**config.mk**
```make
export PLATFORM = sky130hd
export DESIGN_NAME = rt_counter_16bit
export DESIGN_NICKNAME = d
export VERILOG_FILES = /design/src/hw/rt_counter_pkg.sv /design/src/hw/rt_counter_16bit.sv /design/src/hw/rt_prescaler.sv
export SDC_FILE = /design/constraint.sdc
export NUM_CORES = 1
export LEC_CHECK = 0
export ABC_AREA = 0
export BUFFER_PORTS_ARGS = -buffer_cell sky130_fd_sc_hd__clkbuf_2
export CORE_UTILIZATION = 50
export CTS_CLUSTER_DIAMETER = 40
export DETAILED_ROUTE_END_ITERATION = 6
export PLACE_DENSITY = 0.79
export SLEW_MARGIN = 20
export SYNTH_ARGS = -nofsm -noshare
export SYNTH_HDL_FRONTEND = slang
export SYNTH_SLANG_ARGS = --single-unit
export TNS_END_PERCENT = 1
```
**constraint.sdc**
```tcl
create_clock -name pclk -period 3.21 [get_ports pclk]
set_input_delay 0 -clock pclk [delete_from_list [all_inputs] [get_ports pclk]]
set_output_delay 0 -clock pclk [all_outputs]
set_load 0.03 [all_outputs]
```
**src/hw/rt_counter_pkg.sv**
```systemverilog
// Package for the 16-bit real-time counter: register map, fields, resets.
// Assumes a 32-bit APB slave port and a single 50 MHz pclk domain.
package rt_counter_pkg;

  // ==========================================================
  // Widths
  localparam int CNT_W = 16;
  localparam int PSC_W = 10;
  localparam int ADDR_W = 8;

  // ==========================================================
  // Register byte offsets
  localparam logic [ADDR_W-1:0] OFS_CTRL = 8'h00;
  localparam logic [ADDR_W-1:0] OFS_COUNT = 8'h04;
  localparam logic [ADDR_W-1:0] OFS_PERIOD = 8'h08;
  localparam logic [ADDR_W-1:0] OFS_COMPARE = 8'h0c;
  localparam logic [ADDR_W-1:0] OFS_ROUTE = 8'h10;
  localparam logic [ADDR_W-1:0] OFS_STATUS = 8'h14;
  localparam logic [ADDR_W-1:0] OFS_MASK = 8'h18;

  // ==========================================================
  // Control fields
  localparam int CTRL_SRC_LSB = 0;
  localparam int CTRL_FULL_BIT = 2;
  localparam int CTRL_EN_BIT = 3;
  localparam int CTRL_PSC_LSB = 4;

  // Route fields: event outputs and wake enables
  localparam int ROUTE_OVF_EVT = 0;
  localparam int ROUTE_CMP_EVT = 1;
  localparam int ROUTE_OVF_WAKE = 2;
  localparam int ROUTE_CMP_WAKE = 3;

  // Status and mask fields
  localparam int ST_OVF = 0;
  localparam int ST_CMP = 1;

  // ==========================================================
  // Reset values
  localparam logic [13:0] CTRL_RST = 14'h0000;
  localparam logic [CNT_W-1:0] PERIOD_RST = 16'hffff;
  localparam logic [CNT_W-1:0] COMPARE_RST = 16'h0000;
  localparam logic [3:0] ROUTE_RST = 4'h0;
  localparam logic [1:0] MASK_RST = 2'h0;

  // ==========================================================
  // Crystal divider giving 1.024 kHz from 32.768 kHz
  localparam int XTAL_FULL_HZ = 32768;
  localparam int XTAL_SLOW_HZ = 1024;
  localparam int XTAL_DIV = XTAL_FULL_HZ / XTAL_SLOW_HZ;
  localparam logic [4:0] XTAL_DIV_LAST = 5'(XTAL_DIV - 1);

  // Reference source codes
  typedef enum logic [1:0] {
    SRC_XTAL = 2'h0,
    SRC_EXT = 2'h1,
    SRC_RC32K = 2'h2,
    SRC_ULTRA_LOW_POWER = 2'h3
  } src_e;

endpackage : rt_counter_pkg

```
**src/hw/rt_counter_16bit.sv**
```systemverilog
// 16-bit real-time counter with APB registers, interrupt and events.
// Assumes reference clock pins are slow levels synchronous to pclk.
//
// What this block does
// A 16-bit counter keeps counting continuously once enabled.
// Software picks crystal, external, internal or low-power source.
// With the crystal, software picks 1.024 kHz or full 32.768 kHz.
// A 10-bit prescaler divides the source before the counter.
// With no division the counter steps once per source period.
// A compare match is signalled when the count equals compare.
// An overflow is signalled when the count equals the period.
// An overflow clears the counter back to zero.
// Overflow and match each go to interrupt, event, or both.
// Sleep does not stop the counter.
// Matches can wake the system or interrupt it periodically.
// Count and flags are registered into the bus domain for reads.
//
// The register offsets and the APB register port were chosen for this implementation.
`timescale 1ns/1ns
module rt_counter_16bit
  import rt_counter_pkg::*;
#(
  parameter int PSC_WIDTH = rt_counter_pkg::PSC_W
) (
  input wire logic pclk,
  input wire logic presetn,
  input wire logic psel,
  input wire logic penable,
  input wire logic pwrite,
  input wire logic [31:0] paddr,
  input wire logic [31:0] pwdata,
  input wire logic [3:0] pstrb,
  output logic [31:0] prdata,
  output logic pready,
  output logic pslverr,
  input wire logic xtal_clk,
  input wire logic ext_clk,
  input wire logic rc32k_clk,
  input wire logic ultra_low_power_oscillator_clk,
  input wire logic sleep_active,
  output logic irq,
  output logic ovf_event,
  output logic cmp_event,
  output logic wake
);

  import rt_counter_pkg::*;

  // ==========================================================
  // Bus state machine
  typedef enum logic [1:0] {
    BUS_IDLE = 2'b01,
    BUS_ANSWER = 2'b10
  } bus_state_e;

  bus_state_e bus_state_reg;
  bus_state_e bus_state_next;

  logic [13:0] ctrl_reg;
  logic [CNT_W-1:0] count_reg;
  logic [CNT_W-1:0] period_reg;
  logic [CNT_W-1:0] compare_reg;
  logic [3:0] route_reg;
  logic [1:0] status_reg;
  logic [1:0] mask_reg;
  logic [CNT_W-1:0] count_view_reg;
  logic [1:0] status_view_reg;

  logic [3:0] ref_prev_reg;
  logic [4:0] xtal_div_reg;
  logic xtal_slow_reg;

  logic [ADDR_W-1:0] addr;
  logic wr_strobe;
  logic rd_strobe;
  logic addr_ok;
  logic [31:0] rd_data;
  logic [31:0] wmask;

  logic [1:0] src_sel;
  logic full_rate;
  logic run_en;
  logic [PSC_WIDTH-1:0] psc_div;
  logic [3:0] ref_rise;
  logic xtal_pulse;
  logic src_pulse;
  logic tick;
  logic ovf_hit;
  logic cmp_hit;
  logic [1:0] hits;
  logic [1:0] clr_bits;

  assign addr = paddr[ADDR_W-1:0];
  assign src_sel = ctrl_reg[CTRL_SRC_LSB +: 2];
  assign full_rate = ctrl_reg[CTRL_FULL_BIT];
  assign run_en = ctrl_reg[CTRL_EN_BIT];
  assign psc_div = PSC_WIDTH'(ctrl_reg[CTRL_PSC_LSB +: PSC_W]);

  // ==========================================================
  // Byte-lane write mask
  always_comb begin
    for (int i = 0; i < 4; i++) begin
      wmask[i*8 +: 8] = {8{pstrb[i]}};
    end
  end

  // ==========================================================
  // Address decode
  always_comb begin
    case (addr)
      OFS_CTRL,
      OFS_COUNT,
      OFS_PERIOD,
      OFS_COMPARE,
      OFS_ROUTE,
      OFS_STATUS,
      OFS_MASK: addr_ok = (paddr[31:ADDR_W] == '0);
      default: addr_ok = 1'b0;
    endcase
  end

  // Writes land at the edge that samples pready high
  always_comb begin
    case (bus_state_reg)
      BUS_IDLE: begin
        bus_state_next = (psel && penable) ? BUS_ANSWER : BUS_IDLE;
      end
      BUS_ANSWER: begin
        bus_state_next = BUS_IDLE;
      end
      default: begin
        bus_state_next = BUS_IDLE;
      end
    endcase
  end

  assign wr_strobe = (bus_state_reg == BUS_ANSWER) && psel && penable &&
                     pwrite && addr_ok;
  // Unmapped writes also load zero read data
  assign rd_strobe = (bus_state_reg == BUS_IDLE) && psel && penable &&
                     (!pwrite || !addr_ok);

  always_ff @(posedge pclk or negedge presetn) begin
    if (!presetn) begin
      bus_state_reg <= BUS_IDLE;
    end else begin
      bus_state_reg <= bus_state_next;
    end
  end

  always_ff @(posedge pclk or negedge presetn) begin
    if (!presetn) begin
      pready <= 1'b0;
      pslverr <= 1'b0;
    end else begin
      pready <= (bus_state_next == BUS_ANSWER);
      pslverr <= (bus_state_next == BUS_ANSWER) && !addr_ok;
    end
  end

  // ==========================================================
  // Read mux
  always_comb begin
    rd_data = 32'h0000_0000;
    case (addr)
      OFS_CTRL: rd_data[13:0] = ctrl_reg;
      OFS_COUNT: rd_data[CNT_W-1:0] = count_view_reg;
      OFS_PERIOD: rd_data[CNT_W-1:0] = period_reg;
      OFS_COMPARE: rd_data[CNT_W-1:0] = compare_reg;
      OFS_ROUTE: rd_data[3:0] = route_reg;
      OFS_STATUS: rd_data[1:0] = status_view_reg;
      OFS_MASK: rd_data[1:0] = mask_reg;
      default: rd_data = 32'h0000_0000;
    endcase
    if (!addr_ok) begin
      rd_data = 32'h0000_0000;
    end
  end

  always_ff @(posedge pclk or negedge presetn) begin
    if (!presetn) begin
      prdata <= 32'h0000_0000;
    end else if (rd_strobe) begin
      prdata <= rd_data;
    end
  end

  // ==========================================================
  // Configuration registers
  always_ff @(posedge pclk or negedge presetn) begin
    if (!presetn) begin
      ctrl_reg <= CTRL_RST;
    end else if (wr_strobe && addr == OFS_CTRL) begin
      ctrl_reg <= (ctrl_reg & ~wmask[13:0]) | (pwdata[13:0] & wmask[13:0]);
    end
  end

  always_ff @(posedge pclk or negedge presetn) begin
    if (!presetn) begin
      period_reg <= PERIOD_RST;
    end else if (wr_strobe && addr == OFS_PERIOD) begin
      period_reg <= (period_reg & ~wmask[15:0]) |
                    (pwdata[15:0] & wmask[15:0]);
    end
  end

  always_ff @(posedge pclk or negedge presetn) begin
    if (!presetn) begin
      compare_reg <= COMPARE_RST;
    end else if (wr_strobe && addr == OFS_COMPARE) begin
      compare_reg <= (compare_reg & ~wmask[15:0]) |
                     (pwdata[15:0] & wmask[15:0]);
    end
  end

  always_ff @(posedge pclk or negedge presetn) begin
    if (!presetn) begin
      route_reg <= ROUTE_RST;
    end else if (wr_strobe && addr == OFS_ROUTE) begin
      route_reg <= (route_reg & ~wmask[3:0]) | (pwdata[3:0] & wmask[3:0]);
    end
  end

  always_ff @(posedge pclk or negedge presetn) begin
    if (!presetn) begin
      mask_reg <= MASK_RST;
    end else if (wr_strobe && addr == OFS_MASK) begin
      mask_reg <= (mask_reg & ~wmask[1:0]) | (pwdata[1:0] & wmask[1:0]);
    end
  end

  // ==========================================================
  // Reference source edges
  always_ff @(posedge pclk or negedge presetn) begin
    if (!presetn) begin
      ref_prev_reg <= 4'h0;
    end else begin
      ref_prev_reg <= {ultra_low_power_oscillator_clk, rc32k_clk,
                       ext_clk, xtal_clk};
    end
  end

  assign ref_rise = {ultra_low_power_oscillator_clk, rc32k_clk,
                     ext_clk, xtal_clk} & ~ref_prev_reg;

  // Crystal divided down to 1.024 kHz
  always_ff @(posedge pclk or negedge presetn) begin
    if (!presetn) begin
      xtal_div_reg <= 5'h00;
      xtal_slow_reg <= 1'b0;
    end else begin
      xtal_slow_reg <= 1'b0;
      if (ref_rise[SRC_XTAL]) begin
        if (xtal_div_reg == XTAL_DIV_LAST) begin
          xtal_div_reg <= 5'h00;
          xtal_slow_reg <= 1'b1;
        end else begin
          xtal_div_reg <= xtal_div_reg + 5'h01;
        end
      end
    end
  end

  assign xtal_pulse = full_rate ? ref_rise[SRC_XTAL] : xtal_slow_reg;

  // Source select
  always_comb begin
    case (src_e'(src_sel))
      SRC_XTAL: src_pulse = xtal_pulse;
      SRC_EXT: src_pulse = ref_rise[SRC_EXT];
      SRC_RC32K: src_pulse = ref_rise[SRC_RC32K];
      SRC_ULTRA_LOW_POWER: src_pulse = ref_rise[SRC_ULTRA_LOW_POWER];
      default: src_pulse = 1'b0;
    endcase
  end

  // ==========================================================
  // Prescaler
  rt_prescaler #(
    .W(PSC_WIDTH)
  ) u_prescaler (
    .pclk(pclk),
    .presetn(presetn),
    .clr(!run_en),
    .in_en(src_pulse & run_en),
    .div(psc_div),
    .out_en(tick)
  ); // see R4

  // ==========================================================
  // Counter
  assign ovf_hit = tick && (count_reg == period_reg);
  assign cmp_hit = tick && (count_reg == compare_reg);
  assign hits = {cmp_hit, ovf_hit};

  // Sleep is not an input to the counter
  always_ff @(posedge pclk or negedge presetn) begin
    if (!presetn) begin
      count_reg <= '0;
    end else if (wr_strobe && addr == OFS_COUNT) begin
      count_reg <= (count_reg & ~wmask[15:0]) | (pwdata[15:0] & wmask[15:0]);
    end else if (ovf_hit) begin
      count_reg <= '0;
    end else if (tick) begin
      count_reg <= count_reg + 16'h0001; // see R1
    end
  end

  // ==========================================================
  // Sticky status, write one to clear, set wins
  assign clr_bits = (wr_strobe && addr == OFS_STATUS) ?
                    (pwdata[1:0] & wmask[1:0]) : 2'h0;

  always_ff @(posedge pclk or negedge presetn) begin
    if (!presetn) begin
      status_reg <= 2'h0;
    end else begin
      status_reg <= (status_reg & ~clr_bits) | hits;
    end
  end

  // Registered views for the bus
  always_ff @(posedge pclk or negedge presetn) begin
    if (!presetn) begin
      count_view_reg <= '0;
      status_view_reg <= 2'h0;
    end else begin
      count_view_reg <= count_reg;
      status_view_reg <= (status_reg & ~clr_bits) | hits;
    end
  end

  // ==========================================================
  // Interrupt, events and wake
  always_ff @(posedge pclk or negedge presetn) begin
    if (!presetn) begin
      irq <= 1'b0;
    end else begin
      irq <= |(((status_reg & ~clr_bits) | hits) &
               mask_reg); // see R9
    end
  end

  always_ff @(posedge pclk or negedge presetn) begin
    if (!presetn) begin
      ovf_event <= 1'b0;
      cmp_event <= 1'b0;
    end else begin
      ovf_event <= ovf_hit & route_reg[ROUTE_OVF_EVT];
      cmp_event <= cmp_hit & route_reg[ROUTE_CMP_EVT];
    end
  end

  always_ff @(posedge pclk or negedge presetn) begin
    if (!presetn) begin
      wake <= 1'b0;
    end else begin
      wake <= sleep_active &
              ((ovf_hit & route_reg[ROUTE_OVF_WAKE]) |
               (cmp_hit & route_reg[ROUTE_CMP_WAKE]));
    end
  end

endmodule : rt_counter_16bit

```
**src/hw/rt_prescaler.sv**
```systemverilog
// Programmable prescaler: one output pulse per (div + 1) input pulses.
// Assumes in_en is a one-cycle pulse in the pclk domain.
`timescale 1ns/1ns
module rt_prescaler #(
  parameter int W = 10
) (
  input wire logic pclk,
  input wire logic presetn,
  input wire logic clr,
  input wire logic in_en,
  input wire logic [W-1:0] div,
  output logic out_en
);

  logic [W-1:0] cnt_reg;

  // ==========================================================
  // Divider
  always_ff @(posedge pclk or negedge presetn) begin
    if (!presetn) begin
      cnt_reg <= '0;
    end else if (clr) begin
      cnt_reg <= '0;
    end else if (in_en) begin
      if (cnt_reg >= div) begin
        cnt_reg <= '0;
      end else begin
        cnt_reg <= cnt_reg + 1'b1;
      end
    end
  end

  // Zero division passes every pulse through
  always_ff @(posedge pclk or negedge presetn) begin
    if (!presetn) begin
      out_en <= 1'b0;
    end else begin
      out_en <= in_en & ~clr & (cnt_reg >= div);
    end
  end

endmodule : rt_prescaler

```
After elaboration in Yosys (flattened, before gate mapping)
Index checks and enable logic that the tools add are counted.
Word-level totals
  flip-flop bits (word level): 147
  latch bits: 0
  RAM bits: 0
  memory bits (read-only): 0
  output and inout port bits: 38
  logic and storage cells: 123
  memories: 0
Cells by class
  $add $sub $neg: 3
  $mul: 0
  div/mod/pow operators: 0
  magnitude comparators: 1
  equal/unequal tests: 16
  shift operators: 0
  muxes and demuxes: 20
  bitwise logic cells: 35
  reductions and logical operators: 27
Operator list (count)
  AND 16 bit: 4
  two-way mux 16 bit: 4
  OR 16 bit: 3
  case mux 10 bit (4 select lines): 1
  == test 16 bit: 2
  two-way mux 10 bit: 3
  AND 14 bit: 2
  == test 8 x 5 -> 1 bit (second input constant): 3
  zero test 24 bit: 1
  logical AND 1 bit: 18
  adder 16 x 1 -> 16 bit (second input constant): 1
  == test 8 x 4 -> 1 bit (second input constant): 2
  NOT 16 bit: 1
  NOT 14 bit: 1
  OR 14 bit: 1
  case mux 2 bit (7 select lines): 1
  AND 4 bit: 3
  adder 10 x 1 -> 10 bit (second input constant): 1
  >= comparator 10 bit: 1
  case mux 2 bit (5 select lines): 1
  AND 1 bit: 8
  AND 2 bit: 4
  == test 2 bit (second input constant): 4
  == test 8 x 3 -> 1 bit (second input constant): 1
  21 further kinds: 31

Depth between registers and ports, before layout
  word-level depth: 12
  mapped depth: 9
  depth with buffers taken out: 8

Hierarchy
Synthesis repeated with hierarchy kept, for this count alone.
Unflattened totals
  cells, all modules: 607
  area total of the unflattened synthesis: 6902.9 sq um
By module, submodules not included
  rt_counter_16bit: instances 1, cells an instance 501, area each 5955.7 sq um, sequential area each 2999.1 sq um
  rt_prescaler: instances 1, cells an instance 106, area each 947.2 sq um, sequential area each 275.3 sq um

Least setup slack after synthesis
Ideal clock, no wire load.
  path type: register to register
  start point: register u_prescaler.cnt_reg[7]
  end point: register u_prescaler.cnt_reg[5]
  arrival time: 2.147 ns
  data required time: 3.127 ns
  setup slack: 0.980 ns
  cell stages (with the launch flop): 9
  path buffers: 1
  path through: dfrtp_1 > ha_1 > a21o_1 > a21o_1 > a21o_1 > a211oi_1 > clkbuf_1 > nand2_1 > o21ai_0
Between the ends
  word-level cells in the longest chain between the ends: 4
RTL lines
  start: declaration: RTL line rt_prescaler.sv:15  | logic [W-1:0] cnt_reg;
  start signal: assignment: RTL line rt_prescaler.sv:28  | cnt_reg <= cnt_reg + 1'b1;
  >= comparator 10 bit: RTL line rt_prescaler.sv:25  | if (cnt_reg >= div) begin
  two-way mux 10 bit: RTL line rt_prescaler.sv:25
  two-way mux 10 bit: RTL line rt_prescaler.sv:24  | end else if (in_en) begin
  two-way mux 10 bit: RTL line rt_prescaler.sv:22  | end else if (clr) begin
No other way between the ends. The select of a mux whose other input is x is not followed.
A chain may end at the register's enable or synchronous reset.

==> flow_summary.toml <==
[cts]
cts_max_path_buffers = 2
clk_pin_slew_ps = 60
clock-sinks = 130
cts_buffers = 17
root_buffer = "clkbuf_16"
cts_setup_buffers = 0
cts_tree = "yes"
insertion_delay_ps = 430
h-tree-depth = 4

[route]
drt_wl_total_mm = 18.7
ant_nets = 0
dr_total_vias = 5650
drt_pass1_iterations = 5
drc = 0
routedWlPerCell_um = 19.9
viasPerCell = 6.00
drt_iter0_drc = 633

[yosys]
synth-seq-cells = 130
yosys_warnings = 0
postSynthAreaPerCell_um2 = 10.7
synth_mux_area_share_pct = 10.5
synth_edf_count = 0
ys.flop_type = "dfrtp_1"
synth_top_family_by_area = "simple AND/OR/NAND/NOR gates"
synthesis.area_um2 = 6920
synth_cells = 647
async_flop_share_pct = 100
synth_seq_area_share_pct = 47.3
yosys.area_share.simple_pct = 16.4
synth_compound_area_share_pct = 14.2
synth.distinct_cells = 66
synth_fa_ha_area_share_pct = 2.53
synth_xor_area_share_pct = 4.30

[power_and_ir_drop]
vdd_ir_drop_max_mv = 0.373
power_uw = 3710
p_leak_uw = 0.00394
power_density_nw_per_um2 = 449

[sta]
tns_ps = 0
fmax_ghz = 0.434
fin_crit_ps = 2300
fin_crit_sh_pct = 71.7
slew_headroom_pct = 43.5
fin_skew_ps = 11.9
hold_viol = 0
setup_viol = 0
slew_viol_final = 0
worst_slack_ps = 908
whs_ps = 35.9
tightest_slew_ps = 847
grt_setup_unrepaired = "false"

[job]
maxCapViolCount = 0

[critical_path]
critPathArrivalTime_ps = 2610
cp_cell_sequence = "nand3_1, or4_1, nor3_1, nand4_1, a21oi_1, a21oi_1"
required_ps = 3520
worstRegToRegCells = 6
cp_top_family = "simple AND/OR/NAND/NOR gates"
crit_slowest_cell = "or4_1"
critPathKind = "reg2reg"
crit_path_end_kind = "flip-flop"
worst-path-max-fanout = 9
path_common_cell = "a21oi_1"
critical_path.startpoint_type = "flip-flop"
crit_cells = 6
worst_path_largest_cell_delay_ps = 680
worst-path-buf-inv = 0

[place]
port_buffers = 81
post-place-ws_ps = 652
place_hpwl_mm = 13.5
globalplace.congestion = 0.949

[layout]
fill_cells = 1043
utilization_pct = 61.9
fin_nets = 844
mostFrequentLayoutCells = "dfrtp_1 (113), clkbuf_2 (80), nand2_1 (52)"
drive_above_1_share_pct = 26.9
antenna_cells = 0
layout_commonest_cell = "dfrtp_1"
syn_to_final_growth_pct = 19.4

[global_route]
grt_pass1_wl_mm = 30.3
antenna_found_initial = 0
overflow = 0
grt_start_max_net_pins = 68
grtUsageTotal_pct = 28.0
first_global_vias = 5659

[floorplanning]
initial_core_util_pct = 51.8
rows = 42
coreArea_um2 = 13300
io_pins = 116
dieArea_um2 = 14300
die_width_um = 120
die_h_um = 120

[worst_hold_path]
hold_depth = 3
hold_path_class = "in2reg"

[status]
status = "finished clean"
[synthesized netlist by cell type, types with 4 or more instances]
library cell	number	share of area, %
nand2b_1	4	0.36
dfstp_2	17	6.5
xnor2_1	32	4.0
nor4_1	10	0.90
nor3_1	10	0.72
buf_2	8	0.58
clkbuf_1	20	1.1
and3_1	10	0.90
ha_1	14	2.5
dfrtp_1	113	41
and4_1	5	0.63
a22o_1	21	2.7
a221oi_1	4	0.51
buf_4	17	1.8
nor2_1	30	1.6
o21ai_0	15	1.1
nand2_1	52	2.8
mux2i_1	5	0.72
nor2b_1	5	0.45
a21oi_1	22	1.6
a22oi_1	31	3.4
nand4_1	16	1.4
nor4_2	4	0.72
nand3_1	21	1.5
and2_1	9	0.81
a31oi_1	4	0.36
a21o_1	8	0.87
o22ai_1	7	0.63
mux2_2	45	7.3
inv_1	21	1.1
mux2_1	11	1.8
[area by class of cell]
| class | instances | area [µm²] | area share (%) |
|---|---|---|---|
| tap | 176 | 220 | 2.67 |
| multi-input combinational | 464 | 3370 | 40.8 |
| clock buffer | 26 | 499 | 6.04 |
| sequential | 130 | 3270 | 39.6 |
| inverter | 21 | 78.8 | 0.954 |
| clock inverter | 6 | 55.1 | 0.666 |
| timing repair buffer | 118 | 761 | 9.21 |
[repair_timing]
item,CTS,global route
hold endpoints to repair,134,0
hold buffers,25,0
resized for setup,0,0
setup endpoints to repair,0,0
[where the power goes]
part	switching, µW	internal (µW)	total, µW
Combinational	138	77.6	216
Clock	670	1140	1810
Sequential	18.5	1670	1680
[layer usage]
metal | global-route usage (%) | wire length (µm)
met5 | 0 | 0
met1 | 35.7 | 7770
met4 | 12.0 | 465
met3 | 5.80 | 1120
met2 | 46.0 | 9360
[through the flow]
step | instances | cell area (µm²)
after floorplan | 662 | 6980
final | 941 | 8260
after global placement | 884 | 7460
after CTS | 941 | 8260
after global routing | 941 | 8260
after detailed placement | 884 | 7460
[logic make-up (layout without fill, tap and decap cells)]
family,after synthesis,after routing
compound gates,136,136
xor+xnor,34,34
fa+ha+maj,14,14
buf+inv,68,171
flops,130,130
mux,64,64
other cells,1,16
simple gates,200,200
[worst reg2reg max path: stages, from the launching register on]
cell,delay (ps)
dfrtp_1,520
nand3_1,270
or4_1,680
nor3_1,330
nand4_1,140
a21oi_1,180
a21oi_1,80
[worst paths after layout]
kind | end | slack, ps | startpoint
worst max-delay path | flip-flop | 910 | flip-flop
worst min-delay path | prdata[1] | 40 | pwrite
worst max register to register | flip-flop | 910 | flip-flop
worst min register to register | xtal_div_reg[4] | 490 | xtal_div_reg[4]
max in group asynchronous | async pin | 2100 | presetn
min in group asynchronous | prdata[13] | 210 | presetn
No activity file was read; power rests on OpenSTA's default activity.
